[src/hdl/dpsec_defs.svh]
`ifndef DPSEC_DEFS_SVH
`define DPSEC_DEFS_SVH

// clock and acquisition window timing
`define DPSEC_CLK_PERIOD_NS   10
`define DPSEC_WIN_INIT_NS     8000
`define DPSEC_WIN_EXT_NS      400000
`define DPSEC_WIN_INIT_CYC    (`DPSEC_WIN_INIT_NS / `DPSEC_CLK_PERIOD_NS)
`define DPSEC_WIN_EXT_CYC     (`DPSEC_WIN_EXT_NS / `DPSEC_CLK_PERIOD_NS)
`define DPSEC_WIN_W           16
`define DPSEC_EDGE_COUNT      4'h8

// write-once latch key and majority threshold
`define DPSEC_WOL_KEY         32'h50536f43
`define DPSEC_WOL_MIN_MATCH   6'h1c

// breakpoint comparators
`define DPSEC_NUM_PROG_CMP    6
`define DPSEC_NUM_LIT_CMP     2
`define DPSEC_NUM_CMP         (`DPSEC_NUM_PROG_CMP + `DPSEC_NUM_LIT_CMP)

// acquire key shifted in on the selected pair, value arbitrary
`define DPSEC_ACQ_KEY         32'h5a3c96e1

// flash protection level with no protection
`define DPSEC_PROT_NONE       2'h0

`endif

[src/hdl/dpsec_pkg.sv]
`include "dpsec_defs.svh"

package dpsec_pkg;

   typedef enum logic [2:0] {
      ST_INIT,
      ST_OPEN,
      ST_EXT,
      ST_ACQ,
      ST_CLOSED,
      ST_LOCKED
   } dpsec_acq_t;

   typedef enum logic [3:0] {
      OP_NOP,
      OP_HALT,
      OP_STEP,
      OP_RESUME,
      OP_MEM_RD,
      OP_MEM_WR,
      OP_BKPT_SET,
      OP_WP_SET,
      OP_WOL_WRITE,
      OP_WOL_READ,
      OP_PROT_RAISE,
      OP_FULL_ERASE,
      OP_BLOCK_OP
   } dpsec_op_t;

   typedef enum logic [1:0] {
      WP_OFF,
      WP_ADDR,
      WP_RANGE,
      WP_VALUE
   } dpsec_wp_t;

   typedef struct packed {
      logic        valid;
      dpsec_op_t   op;
      logic [2:0]  index;
      logic [1:0]  aux;
      logic [31:0] addr;
      logic [31:0] data;
   } dpsec_cmd_t;

   typedef struct packed {
      logic        valid;
      logic        refused;
      logic [31:0] data;
   } dpsec_rsp_t;

   typedef struct packed {
      logic        halt;
      logic        step;
      logic        memReq;
      logic        memWrite;
      logic [31:0] memAddr;
      logic [31:0] memWdata;
   } dpsec_cpu_t;

   typedef struct packed {
      logic        wolProg;
      logic [31:0] wolData;
      logic        protWrite;
      logic [1:0]  protLevel;
      logic        erase;
      logic        blockGrant;
      logic [1:0]  blockKind;
   } dpsec_flash_t;

endpackage : dpsec_pkg

[src/hdl/dpsec_sync.sv]
`timescale 1ns/1ps
`default_nettype none

module dpsec_sync #(
   parameter int WIDTH = 4
) (
   // clock and reset
   input  wire logic             ref_clk,
   input  wire logic             resetn,
   // asynchronous inputs and their synchronised copy
   input  wire logic [WIDTH-1:0] d,
   output logic      [WIDTH-1:0] q
);

   typedef struct packed {
      logic [WIDTH-1:0] first;
      logic [WIDTH-1:0] second;
   } dpsec_sync_st_t;

   dpsec_sync_st_t s;
   dpsec_sync_st_t next_s;

   always_comb begin
      next_s.first  = d;
      next_s.second = s.first;
   end

   always_ff @(posedge ref_clk) begin
      if (!resetn) begin
         s <= '0;
      end else begin
         s <= next_s;
      end
   end

   assign q = s.second;

endmodule : dpsec_sync

`default_nettype wire

[src/hdl/dpsec_wol_match.sv]
`timescale 1ns/1ps
`default_nettype none
`include "dpsec_defs.svh"

module dpsec_wol_match (
   // latch contents and majority verdict
   input  wire logic [31:0] bits,
   output logic             match
);

   logic [31:0] agree;
   logic [5:0]  count;

   // count bits equal to the key, one at 28 or more
   always_comb begin
      agree = ~(bits ^ `DPSEC_WOL_KEY);
      count = 6'h00;
      for (int i = 0; i < 32; i++) begin
         count = count + {5'h00, agree[i]};
      end
      match = (count >= `DPSEC_WOL_MIN_MATCH);
   end

endmodule : dpsec_wol_match

`default_nettype wire

[src/hdl/dpsec_top.sv]
`timescale 1ns/1ps
`default_nettype none
`include "dpsec_defs.svh"

module dpsec_top
   import dpsec_pkg::*;
#(
   parameter int WIN_INIT_CYCLES = `DPSEC_WIN_INIT_CYC,
   parameter int WIN_EXT_CYCLES  = `DPSEC_WIN_EXT_CYC,
   parameter logic [31:0] ACQ_KEY = `DPSEC_ACQ_KEY
) (
   // clock and reset
   input  wire logic         ref_clk,
   input  wire logic         resetn,
   // serial debug pins, general port pair and usb pair
   input  wire logic         portDebugClk,
   input  wire logic         portDebugData,
   input  wire logic         usbDebugClk,
   input  wire logic         usbDebugData,
   // acquisition status
   output logic              acquired,
   output logic              usbPairSelected,
   output logic              portPairSelected,
   output logic              securityLocked,
   output logic              traceLinkEnable,
   output logic              traceEvent,
   // decoded host commands and answers
   input  wire dpsec_cmd_t   cmd,
   output var  dpsec_rsp_t   rsp,
   // firmware debug enable
   input  wire logic         fwDebugEnable,
   output logic              debugEnabled,
   // processor side
   output var  dpsec_cpu_t   cpu,
   input  wire logic         memAck,
   input  wire logic [31:0]  memRdata,
   input  wire logic         fetchValid,
   input  wire logic [31:0]  fetchAddr,
   input  wire logic         litValid,
   input  wire logic [31:0]  litAddr,
   input  wire logic         dataValid,
   input  wire logic [31:0]  dataAddr,
   input  wire logic [31:0]  dataValue,
   output logic              bkptHit,
   output logic              watchEvent,
   // flash and write-once latch side
   input  wire logic [31:0]  wolBits,
   input  wire logic [1:0]   flashProtLevel,
   input  wire logic         blockAllowed,
   output var  dpsec_flash_t flash
);

   localparam int NCMP = `DPSEC_NUM_CMP;
   localparam int NPRG = `DPSEC_NUM_PROG_CMP;

   typedef struct packed {
      dpsec_acq_t                st;
      logic [`DPSEC_WIN_W-1:0]   win;
      logic [3:0]                edgesPort;
      logic [3:0]                edgesUsb;
      logic                      prevPortClk;
      logic                      prevUsbClk;
      logic                      pairUsb;
      logic                      pairSet;
      logic [31:0]               keyShift;
      logic                      locked;
      logic                      dbgEn;
      logic [NCMP-1:0]           cmpEn;
      logic [NCMP-1:0][31:0]     cmpAddr;
      dpsec_wp_t                 wpMode;
      logic [31:0]               wpLo;
      logic [31:0]               wpHi;
      logic                      memPend;
      logic                      trace;
      logic                      traceEvt;
      logic                      bkpt;
      logic                      watch;
      dpsec_rsp_t                rsp;
      dpsec_cpu_t                cpu;
      dpsec_flash_t              flash;
   } dpsec_state_t;

   dpsec_state_t s;
   dpsec_state_t next_s;

   logic [3:0]      pins;
   logic            wolMatch;
   logic [NCMP-1:0] hitVec;
   logic            wpHit;
   logic            selClk;
   logic            selData;
   logic            selRise;
   logic            portRise;
   logic            usbRise;
   logic            prog;
   logic            dbg;
   logic [31:0]     nextKey;

   dpsec_sync #(
      .WIDTH (4)
   ) u_sync (
      .ref_clk (ref_clk),
      .resetn  (resetn),
      .d       ({portDebugClk, portDebugData, usbDebugClk, usbDebugData}),
      .q       (pins)
   );

   dpsec_wol_match u_match (
      .bits  (wolBits),
      .match (wolMatch)
   );

   // comparator bank, first entries program fetch, rest literal access
   genvar g;
   generate
      for (g = 0; g < NCMP; g++) begin : g_cmp
         if (g < NPRG) begin : g_prog
            assign hitVec[g] = s.cmpEn[g] && fetchValid && (fetchAddr == s.cmpAddr[g]);
         end else begin : g_lit
            assign hitVec[g] = s.cmpEn[g] && litValid && (litAddr == s.cmpAddr[g]);
         end
      end
   endgenerate

   // watchpoint match on address, range or value
   always_comb begin
      wpHit = 1'b0;
      if (dataValid) begin
         case (s.wpMode)
            WP_ADDR:  wpHit = (dataAddr == s.wpLo);
            WP_RANGE: wpHit = (dataAddr >= s.wpLo) && (dataAddr <= s.wpHi);
            WP_VALUE: wpHit = (dataValue == s.wpHi);
            default:  wpHit = 1'b0;
         endcase
      end
   end

   assign portRise = pins[3] && !s.prevPortClk;
   assign usbRise  = pins[1] && !s.prevUsbClk;
   assign selClk   = s.pairUsb ? pins[1] : pins[3];
   assign selData  = s.pairUsb ? pins[0] : pins[2];
   assign selRise  = s.pairUsb ? usbRise : portRise;
   assign nextKey  = {s.keyShift[30:0], selData};
   assign prog     = (s.st == ST_ACQ);
   assign dbg      = prog && s.dbgEn;

   always_comb begin
      next_s = s;
      next_s.prevPortClk = pins[3];
      next_s.prevUsbClk  = pins[1];
      next_s.rsp.valid   = 1'b0;
      next_s.rsp.refused = 1'b0;
      next_s.cpu.step    = 1'b0;
      next_s.cpu.memReq  = 1'b0;
      next_s.flash.wolProg    = 1'b0;
      next_s.flash.protWrite  = 1'b0;
      next_s.flash.erase      = 1'b0;
      next_s.flash.blockGrant = 1'b0;
      if (fwDebugEnable) begin
         next_s.dbgEn = 1'b1;
      end
      case (s.st)
         ST_INIT: begin
            next_s.locked = wolMatch;
            next_s.win    = '0;
            next_s.st     = wolMatch ? ST_LOCKED : ST_OPEN;
         end
         ST_OPEN: begin
            next_s.win = s.win + 1'b1;
            if (portRise && s.edgesPort != `DPSEC_EDGE_COUNT) begin
               next_s.edgesPort = s.edgesPort + 4'h1;
            end
            if (usbRise && s.edgesUsb != `DPSEC_EDGE_COUNT) begin
               next_s.edgesUsb = s.edgesUsb + 4'h1;
            end
            if (next_s.edgesPort == `DPSEC_EDGE_COUNT) begin
               next_s.pairUsb = 1'b0;
               next_s.pairSet = 1'b1;
               next_s.win     = '0;
               next_s.st      = ST_EXT;
            end else if (next_s.edgesUsb == `DPSEC_EDGE_COUNT) begin
               next_s.pairUsb = 1'b1;
               next_s.pairSet = 1'b1;
               next_s.win     = '0;
               next_s.st      = ST_EXT;
            end else if (s.win == `DPSEC_WIN_W'(WIN_INIT_CYCLES - 1)) begin
               next_s.st = ST_CLOSED;
            end
         end
         ST_EXT: begin
            next_s.win = s.win + 1'b1;
            if (selRise) begin
               next_s.keyShift = nextKey;
            end
            if (selRise && nextKey == ACQ_KEY) begin
               next_s.st    = ST_ACQ;
               next_s.trace = 1'b1;
            end else if (s.win == `DPSEC_WIN_W'(WIN_EXT_CYCLES - 1)) begin
               next_s.st = ST_CLOSED;
            end
         end
         default: begin
         end
      endcase

      if (cmd.valid) begin
         next_s.rsp.valid   = 1'b1;
         next_s.rsp.refused = 1'b1;
         next_s.rsp.data    = 32'h0000_0000;
         case (cmd.op)
            OP_HALT: begin
               if (dbg) begin
                  next_s.cpu.halt    = 1'b1;
                  next_s.rsp.refused = 1'b0;
               end
            end
            OP_STEP: begin
               if (dbg && s.cpu.halt) begin
                  next_s.cpu.step    = 1'b1;
                  next_s.rsp.refused = 1'b0;
               end
            end
            OP_RESUME: begin
               if (dbg) begin
                  next_s.cpu.halt    = 1'b0;
                  next_s.rsp.refused = 1'b0;
               end
            end
            OP_MEM_RD, OP_MEM_WR: begin
               if (dbg && !s.memPend) begin
                  next_s.cpu.memReq   = 1'b1;
                  next_s.cpu.memWrite = (cmd.op == OP_MEM_WR);
                  next_s.cpu.memAddr  = cmd.addr;
                  next_s.cpu.memWdata = cmd.data;
                  next_s.memPend      = 1'b1;
                  next_s.rsp.valid    = 1'b0;
               end
            end
            OP_BKPT_SET: begin
               if (dbg) begin
                  next_s.cmpAddr[cmd.index] = cmd.addr;
                  next_s.cmpEn[cmd.index]   = cmd.aux[0];
                  next_s.rsp.refused        = 1'b0;
               end
            end
            OP_WP_SET: begin
               if (dbg) begin
                  next_s.wpMode      = dpsec_wp_t'(cmd.aux);
                  next_s.wpLo        = cmd.addr;
                  next_s.wpHi        = cmd.data;
                  next_s.rsp.refused = 1'b0;
               end
            end
            OP_WOL_WRITE: begin
               if (prog && flashProtLevel == `DPSEC_PROT_NONE && !wolMatch) begin
                  next_s.flash.wolProg = 1'b1;
                  next_s.flash.wolData = cmd.data;
                  next_s.rsp.refused   = 1'b0;
               end
            end
            OP_WOL_READ: begin
               if (prog) begin
                  next_s.rsp.data    = wolBits;
                  next_s.rsp.refused = 1'b0;
               end
            end
            OP_PROT_RAISE: begin
               if (prog && cmd.aux > flashProtLevel) begin
                  next_s.flash.protWrite = 1'b1;
                  next_s.flash.protLevel = cmd.aux;
                  next_s.rsp.refused     = 1'b0;
               end
            end
            OP_FULL_ERASE: begin
               if (prog) begin
                  next_s.flash.erase     = 1'b1;
                  next_s.flash.protWrite = 1'b1;
                  next_s.flash.protLevel = `DPSEC_PROT_NONE;
                  next_s.rsp.refused     = 1'b0;
               end
            end
            OP_BLOCK_OP: begin
               if (prog && blockAllowed) begin
                  next_s.flash.blockGrant = 1'b1;
                  next_s.flash.blockKind  = cmd.aux;
                  next_s.rsp.refused      = 1'b0;
               end
            end
            default: begin
            end
         endcase
      end

      if (s.memPend && memAck) begin
         next_s.memPend     = 1'b0;
         next_s.rsp.valid   = 1'b1;
         next_s.rsp.refused = 1'b0;
         next_s.rsp.data    = memRdata;
      end

      next_s.bkpt     = dbg && (|hitVec);
      next_s.watch    = dbg && wpHit;
      next_s.traceEvt = s.trace && s.dbgEn && wpHit;
      if (dbg && (|hitVec)) begin
         next_s.cpu.halt = 1'b1;
      end
      if (s.locked) begin
         next_s.cpu   = '0;
         next_s.flash = '0;
         next_s.trace = 1'b0;
      end
   end

   always_ff @(posedge ref_clk) begin
      if (!resetn) begin
         s <= '0;
      end else begin
         s <= next_s;
      end
   end

   assign acquired         = (s.st == ST_ACQ);
   assign usbPairSelected  = s.pairSet && s.pairUsb;
   assign portPairSelected = s.pairSet && !s.pairUsb;
   assign securityLocked   = s.locked;
   assign traceLinkEnable  = s.trace;
   assign traceEvent       = s.traceEvt;
   assign rsp              = s.rsp;
   assign debugEnabled     = s.dbgEn;
   assign cpu              = s.cpu;
   assign bkptHit          = s.bkpt;
   assign watchEvent       = s.watch;
   assign flash            = s.flash;

endmodule : dpsec_top

`default_nettype wire

[config.mk]
export PLATFORM = sky130hd
export DESIGN_NAME = dpsec_top
export DESIGN_NICKNAME = d
export VERILOG_FILES = /design/src/hdl/dpsec_pkg.sv /design/src/hdl/dpsec_sync.sv /design/src/hdl/dpsec_wol_match.sv /design/src/hdl/dpsec_top.sv
export VERILOG_INCLUDE_DIRS = /design/src /design/src/hdl
export SDC_FILE = /design/constraint.sdc
export NUM_CORES = 1
export LEC_CHECK = 0
export BUFFER_PORTS_ARGS = -buffer_cell sky130_fd_sc_hd__buf_2
export CORE_MARGIN = 2
export CORE_UTILIZATION = 34
export CTS_BUF_LIST = sky130_fd_sc_hd__clkbuf_8 sky130_fd_sc_hd__clkbuf_16
export DETAILED_ROUTE_END_ITERATION = 8
export REMOVE_ABC_BUFFERS = 1
export SLEW_MARGIN = 10
export SYNTH_ARGS = -nofsm -noshare
export SYNTH_HDL_FRONTEND = slang
export SYNTH_SLANG_ARGS = --single-unit
[constraint.sdc]
create_clock -name ref_clk -period 10.9 [get_ports ref_clk]
set_clock_uncertainty 0.15 [all_clocks]
set_input_delay 1.09 -clock ref_clk [delete_from_list [all_inputs] [get_ports ref_clk]]
set_output_delay 1.09 -clock ref_clk [all_outputs]
set_load 0.05 [all_outputs]
==> results of run 1 <==
[cell type report]
type                       count  share of cell area (%)
sequential                   549                   35.84
multi-input combinational   2376                   43.99
clock buffer                  76                   5.651
timing repair buffer         458                   7.744
tap                         1050                   4.284
antenna                       11                 0.08976
clock inverter                34                  0.8446
inverter                     125                   1.555
[logic make-up after synthesis]
family | share of synthesized area (%)
buf+inv | 9.398
fa+ha+maj | 5.449
compound gates | 12.38
xor+xnor | 10.10
simple gates | 21.65
mux | 0.2599
flops | 40.77
[worst max-delay path, cell delays in order]
cell      delay [ps]
buf_2            110
ha_1             320
fa_1             560
fa_1             450
fa_1             510
fa_1             520
inv_1             50
fa_1             490
inv_1             50
fa_1             450
fa_1             430
fa_1             440
a221oi_1         290
nor2_1            80
o211ai_1         170
buf_4            500
o21ai_0          190
[state kept, by name, summed over array words and instances (netlist names)]
register	flops
flash	40
s	362
cpu	68
debugEnabled	1
securityLocked	1
traceEvent	1
u_sync.q	4
traceLinkEnable	1
rsp	34
u_sync.next_s	4
nextKey	31
watchEvent	1
bkptHit	1
[routing by layer]
metal,part of all wire (%),vias up,GRT usage [%],wire (um)
li1,-,11355,-,-
met1,44,10730,28.92,39940
met2,45,766,34.67,41410
met3,7.1,184,4.410,6465
met4,3.6,12,8.141,3308
met5,0.093,-,0,85
[final timing paths]
check / from / endpoint / slack, ps / depth (start not counted)
worst max register to register: s[540] / cpu[27] / 7550 / 8
worst max-delay path: wolBits[0] / flash[21] / 4500 / 17
worst min-delay path: u_sync.next_s[2] / u_sync.q[2] / 290 / 1
worst min register to register: u_sync.next_s[2] / u_sync.q[2] / 290 / 1
[power by group]
part,total (mW),internal [mW],switching (mW)
Combinational,0.787,0.296,0.491
Clock,2.06,1.20,0.856
Sequential,2.03,2.02,0.0173
[per-stage QoR]
step	TNS (ps)	setup WS [ps]	hold WS, ps
6_report	0	4502	289.5
5_1_grt	0	4212	310.7
4_1_cts	0	4514	291.0
3_5_place_dp	0	3840	266.9
3_3_place_gp	0	3874	262.3
2_1_floorplan	-19780	-732.7	261.8
[cell usage in the layout (no fill, tap or decap), drive strengths merged, types with 11 or more instances in the layout]
cell      n
xnor2   119
nand3    53
buf     458
dfxtp   549
nand4    56
fa       24
nor4     58
nor3b    34
a21oi   528
nor3     22
clkbuf   76
nor2     62
inv     144
nand2   955
and2     18
o21ai    48
xor2    192
diode    11
ha       79
==> impl_metrics.ini, run 1 <==
[yosys]
yosys-top-cells-count = nand2_1 (955), dfxtp_1 (549), a21oi_1 (527)
yosys.cell_count.top_type = nand2_1
post-synth-top-area-fraction_pct = 40.77
synth.area.top_cells = dfxtp_1 (41%), nand2_1 (13%), a21oi_1 (9.8%)
synth_ff_type = dfxtp_1
ys_seq_elements = 549
ys.warnings.count = 0
post_synth_num_cell_types = 76
synth_area_um2 = 26960
synth_edf_count = 0
synthArstFlopShare_pct = 0
synth_top_cell_by_area = dfxtp_1
synth_sequential_area_ratio_pct = 40.77
avgSynthCellArea_um2 = 7.842
synthesis.instances = 3438

[cells_and_area]
post_layout_nonfiller_instances = 4679
multi_input_comb_area_um2 = 13490
ff_latch_area_um2 = 10990
final.fill_count = 8140
postLayoutCoreUtil_pct = 38.94
cell_area_after_layout_um2 = 30670
finish.net_count = 3953
post_route_cells_drive_above_1_share_pct = 16.09
area_growth_syn_to_layout_pct = 13.75

[floorplanning]
die_w_um = 285.6
pin_count = 431
fp.dieArea_um2 = 81560
floorplan.rows = 103
die_span_y_um = 285.6
core_area_um2 = 78740
floorplan.initialDensity_pct = 34.24

[timing]
hold_viol_final = 0
fmaxAchievable_ghz = 0.1563
slew_viol_final = 0
layout_worst_path_cycle_share_pct = 58.70
period_minus_slack_ps = 6398
grt_setup_unrepaired = false
slew_headroom_pct = 25.89
timing_worst_slew_pin_value_ps = 1112
finalSetupViolations = 0

[global_routing]
grt_antenna_before_repair = 20
grt_start_max_net_pins = 191
number_of_global_route_vias_before_repair = 21833
grt_overflow_total = 0
wire_length_of_the_first_global_routing_pass_um = 135700
grt_usage_pct = 21.72

[cts]
cts_made_buffers = 60
cts-root-buf = clkbuf_16
clk_latency_ps = 630
tritoncts = yes
hold_buf_cts = 0
htree_levels = 2
post_cts.repair.setup_buffers = 0
clk_path_buf_depth = 3
clk_transition_reported_paths_ps = 60
cts_repair_resize_count = 0
cts.sink_count = 549

[power_and_ir_drop]
worst_ir_drop_vdd_v = 0.0001408
cellPowerDensity_nw_per_um2 = 159.1
post-layout-total-power_mw = 4.880
p_leak_nw = 11.78

[detailed_routing]
first_pass_drt_iterations = 5
drt.antenna.violating_nets = 0
drc_errors = 0
number_of_drc_markers_in_iteration_0 = 1871
drt-total-wl_um = 91220
wire_per_inst_um = 19.49
viasPerCell = 4.926
route.vias.total = 23047

[worst_setup_path]
critPathRequiredTime_ps = 11230
worstPathArrival_ps = 6720
setup.worst_path.start_class = primary input
worstSetupEndpointType = flop
cp_max_fo = 65
worstSetupPathType = primary input to flop

[run]
maxCapViolCount = 0

[placed_design]
number_of_buffers_inserted_by_port_buffering = 430
dpl.hpwl_um = 63480
place_inst = 4558
placedInstanceArea_um2 = 28650
globalplace.congestion = 0.8262

[min_path]
worst_hold_path_type = flop to flop

[outcome]
run_status = complete, no violations
Note: power is estimated with default switching activity, not from simulation.
==> inputs of run 2 (changes only) <==
==> constraint.sdc (replaced) <==
create_clock -name ref_clk -period 6.1 [get_ports ref_clk]
set_clock_uncertainty 0.15 [all_clocks]
set_input_delay 0.61 -clock ref_clk [delete_from_list [all_inputs] [get_ports ref_clk]]
set_output_delay 0.61 -clock ref_clk [all_outputs]
set_load 0.05 [all_outputs]
==> impl_metrics.ini, run 2 (same netlist as run 1, synthesis figures left out) <==
[outcome]
run_status = complete, no violations

[cts]
hold_buf_cts = 0
clk_transition_reported_paths_ps = 60
clk_latency_ps = 600
cts-root-buf = clkbuf_16
cts_made_buffers = 66
tritoncts = yes
cts.sink_count = 549
htree_levels = 3
clk_path_buf_depth = 3

[timing]
period_minus_slack_ps = 5883
fmaxAchievable_ghz = 0.1700
hold_viol_final = 0
slew_viol_final = 0
finalHoldWorstSlack_ps = 86.37
finalSetupViolations = 0
slew_headroom_pct = 25.81
timing_worst_slew_pin_value_ps = 1113
finalSetupTns_ps = 0
layout_worst_path_cycle_share_pct = 96.45

[floorplanning]
pin_count = 431
floorplan.rows = 103
fp.dieArea_um2 = 81560
die_w_um = 285.6
floorplan.initialDensity_pct = 34.24
die_span_y_um = 285.6
core_area_um2 = 78740

[power_and_ir_drop]
p_leak_nw = 11.93
power.combinational.fraction_pct = 16.8
switchingPower_mw = 2.544
power.sequential.fraction_pct = 39.3
cellPowerDensity_nw_per_um2 = 298.3
power.clock.fraction_pct = 44.0
netSwitchingFraction_pct = 27.52
power.internal_mw = 6.701
worst_ir_drop_vdd_v = 0.0002417

[worst_setup_path]
worstSetupEndpointType = flop
cp_max_fo = 4
worstSetupPathType = primary input to flop
setup.worst_path.start_class = primary input
critPathRequiredTime_ps = 6450
worstPathArrival_ps = 6240

[cells_and_area]
cell_area_after_layout_um2 = 30990
post_route_cells_drive_above_1_share_pct = 16.60
largest_reg_flops = 362
postLayoutCoreUtil_pct = 39.36
most-common-layout-cells = nand2_1 (954), dfxtp_1 (549), a21oi_1 (526)
finish.net_count = 3969
regMostFlops = s
layout.cells.most_common = nand2_1
area_growth_syn_to_layout_pct = 14.95

[detailed_routing]
drc_errors = 0
wire_per_inst_um = 19.57
viasPerCell = 4.938
drt.antenna.violating_nets = 0
first_pass_drt_iterations = 5
route.vias.total = 23157
number_of_drc_markers_in_iteration_0 = 1919
drt-total-wl_um = 91810

[placed_design]
placedInstanceArea_um2 = 28720
number_of_buffers_inserted_by_port_buffering = 430
dpl.hpwl_um = 64100
globalplace.congestion = 0.8254

[global_routing]
grt_start_max_net_pins = 198
grt_antenna_before_repair = 19
wire_length_of_the_first_global_routing_pass_um = 137100
grt_usage_pct = 21.95
grt_overflow_total = 0
number_of_global_route_vias_before_repair = 21994

[run]
maxCapViolCount = 0

[min_path]
worst_hold_path_type = primary input to flop
[run 2: critical path: stages]
cell      delay (ps)
buf_2            110
ha_1             330
fa_1             570
fa_1             460
fa_1             510
fa_1             510
inv_1             50
fa_1             500
inv_1             50
fa_1             450
fa_1             410
fa_1             450
a221oi_1         310
nor2_1            90
nor2_1           450
a311oi_1         180
o31ai_1          200
[run 2: path summary, 6_finish.rpt]
check / depth (start not counted) / start / slack (ps) / end
worst min register to register: 1 / u_sync.next_s[2] / 300 / u_sync.q[2]
worst max-delay path: 17 / wolBits[0] / 220 / s[541]
worst min-delay path: 3 / fwDebugEnable / 90 / debugEnabled
worst max register to register: 8 / s[540] / 2680 / cpu[64]
[run 2: cell type report]
| class | instances | area, um2 |
|---|---|---|
| fillers | 8198 | 47750 |
| diodes | 8 | 20.02 |
| repair buffers | 468 | 2471 |
| well taps | 1050 | 1314 |
| flip-flops and latches | 549 | 10990 |
| inverters | 125 | 476.7 |
| clock buffers | 77 | 1826 |
| multi-input cells | 2376 | 13490 |
| clock inverters | 37 | 399.1 |
[run 2: power groups by stage]
stage	logic [mW]	registers (mW)	clock network (mW)
after floorplan	0.899	3.72	0
after CTS	1.54	3.63	4.15
final	1.55	3.63	4.07
after global placement	1.51	3.71	0
after global routing	1.75	3.63	4.30
after detailed placement	1.54	3.71	0
[run 2: timing repair]
action | in CTS | in global routing
gates resized for setup | 0 | 3
buffers inserted | 0 | 1
endpoints found under the setup margin | 0 | 4
[run 2: layer usage]
layer / track usage [%] / routed length (um) / vias up
met2: 35.35 / 41980 / 714
met3: 4.258 / 6078 / 151
met1: 29.35 / 41040 / 10866
met5: 0 / 69 / -
met4: 7.487 / 2639 / 12
li1: - / - / 11414
[run 2: stage by stage]
stage               total power [mW]  setup WS [ps]  instances
floorplan                      4.617          -5053       3050
global placement               5.218         -302.9       4566
detailed placement             5.248         -379.2       4566
CTS                            9.325          264.9       4680
global route                   9.676         -53.93       4687
finish                         9.245          216.6       4690
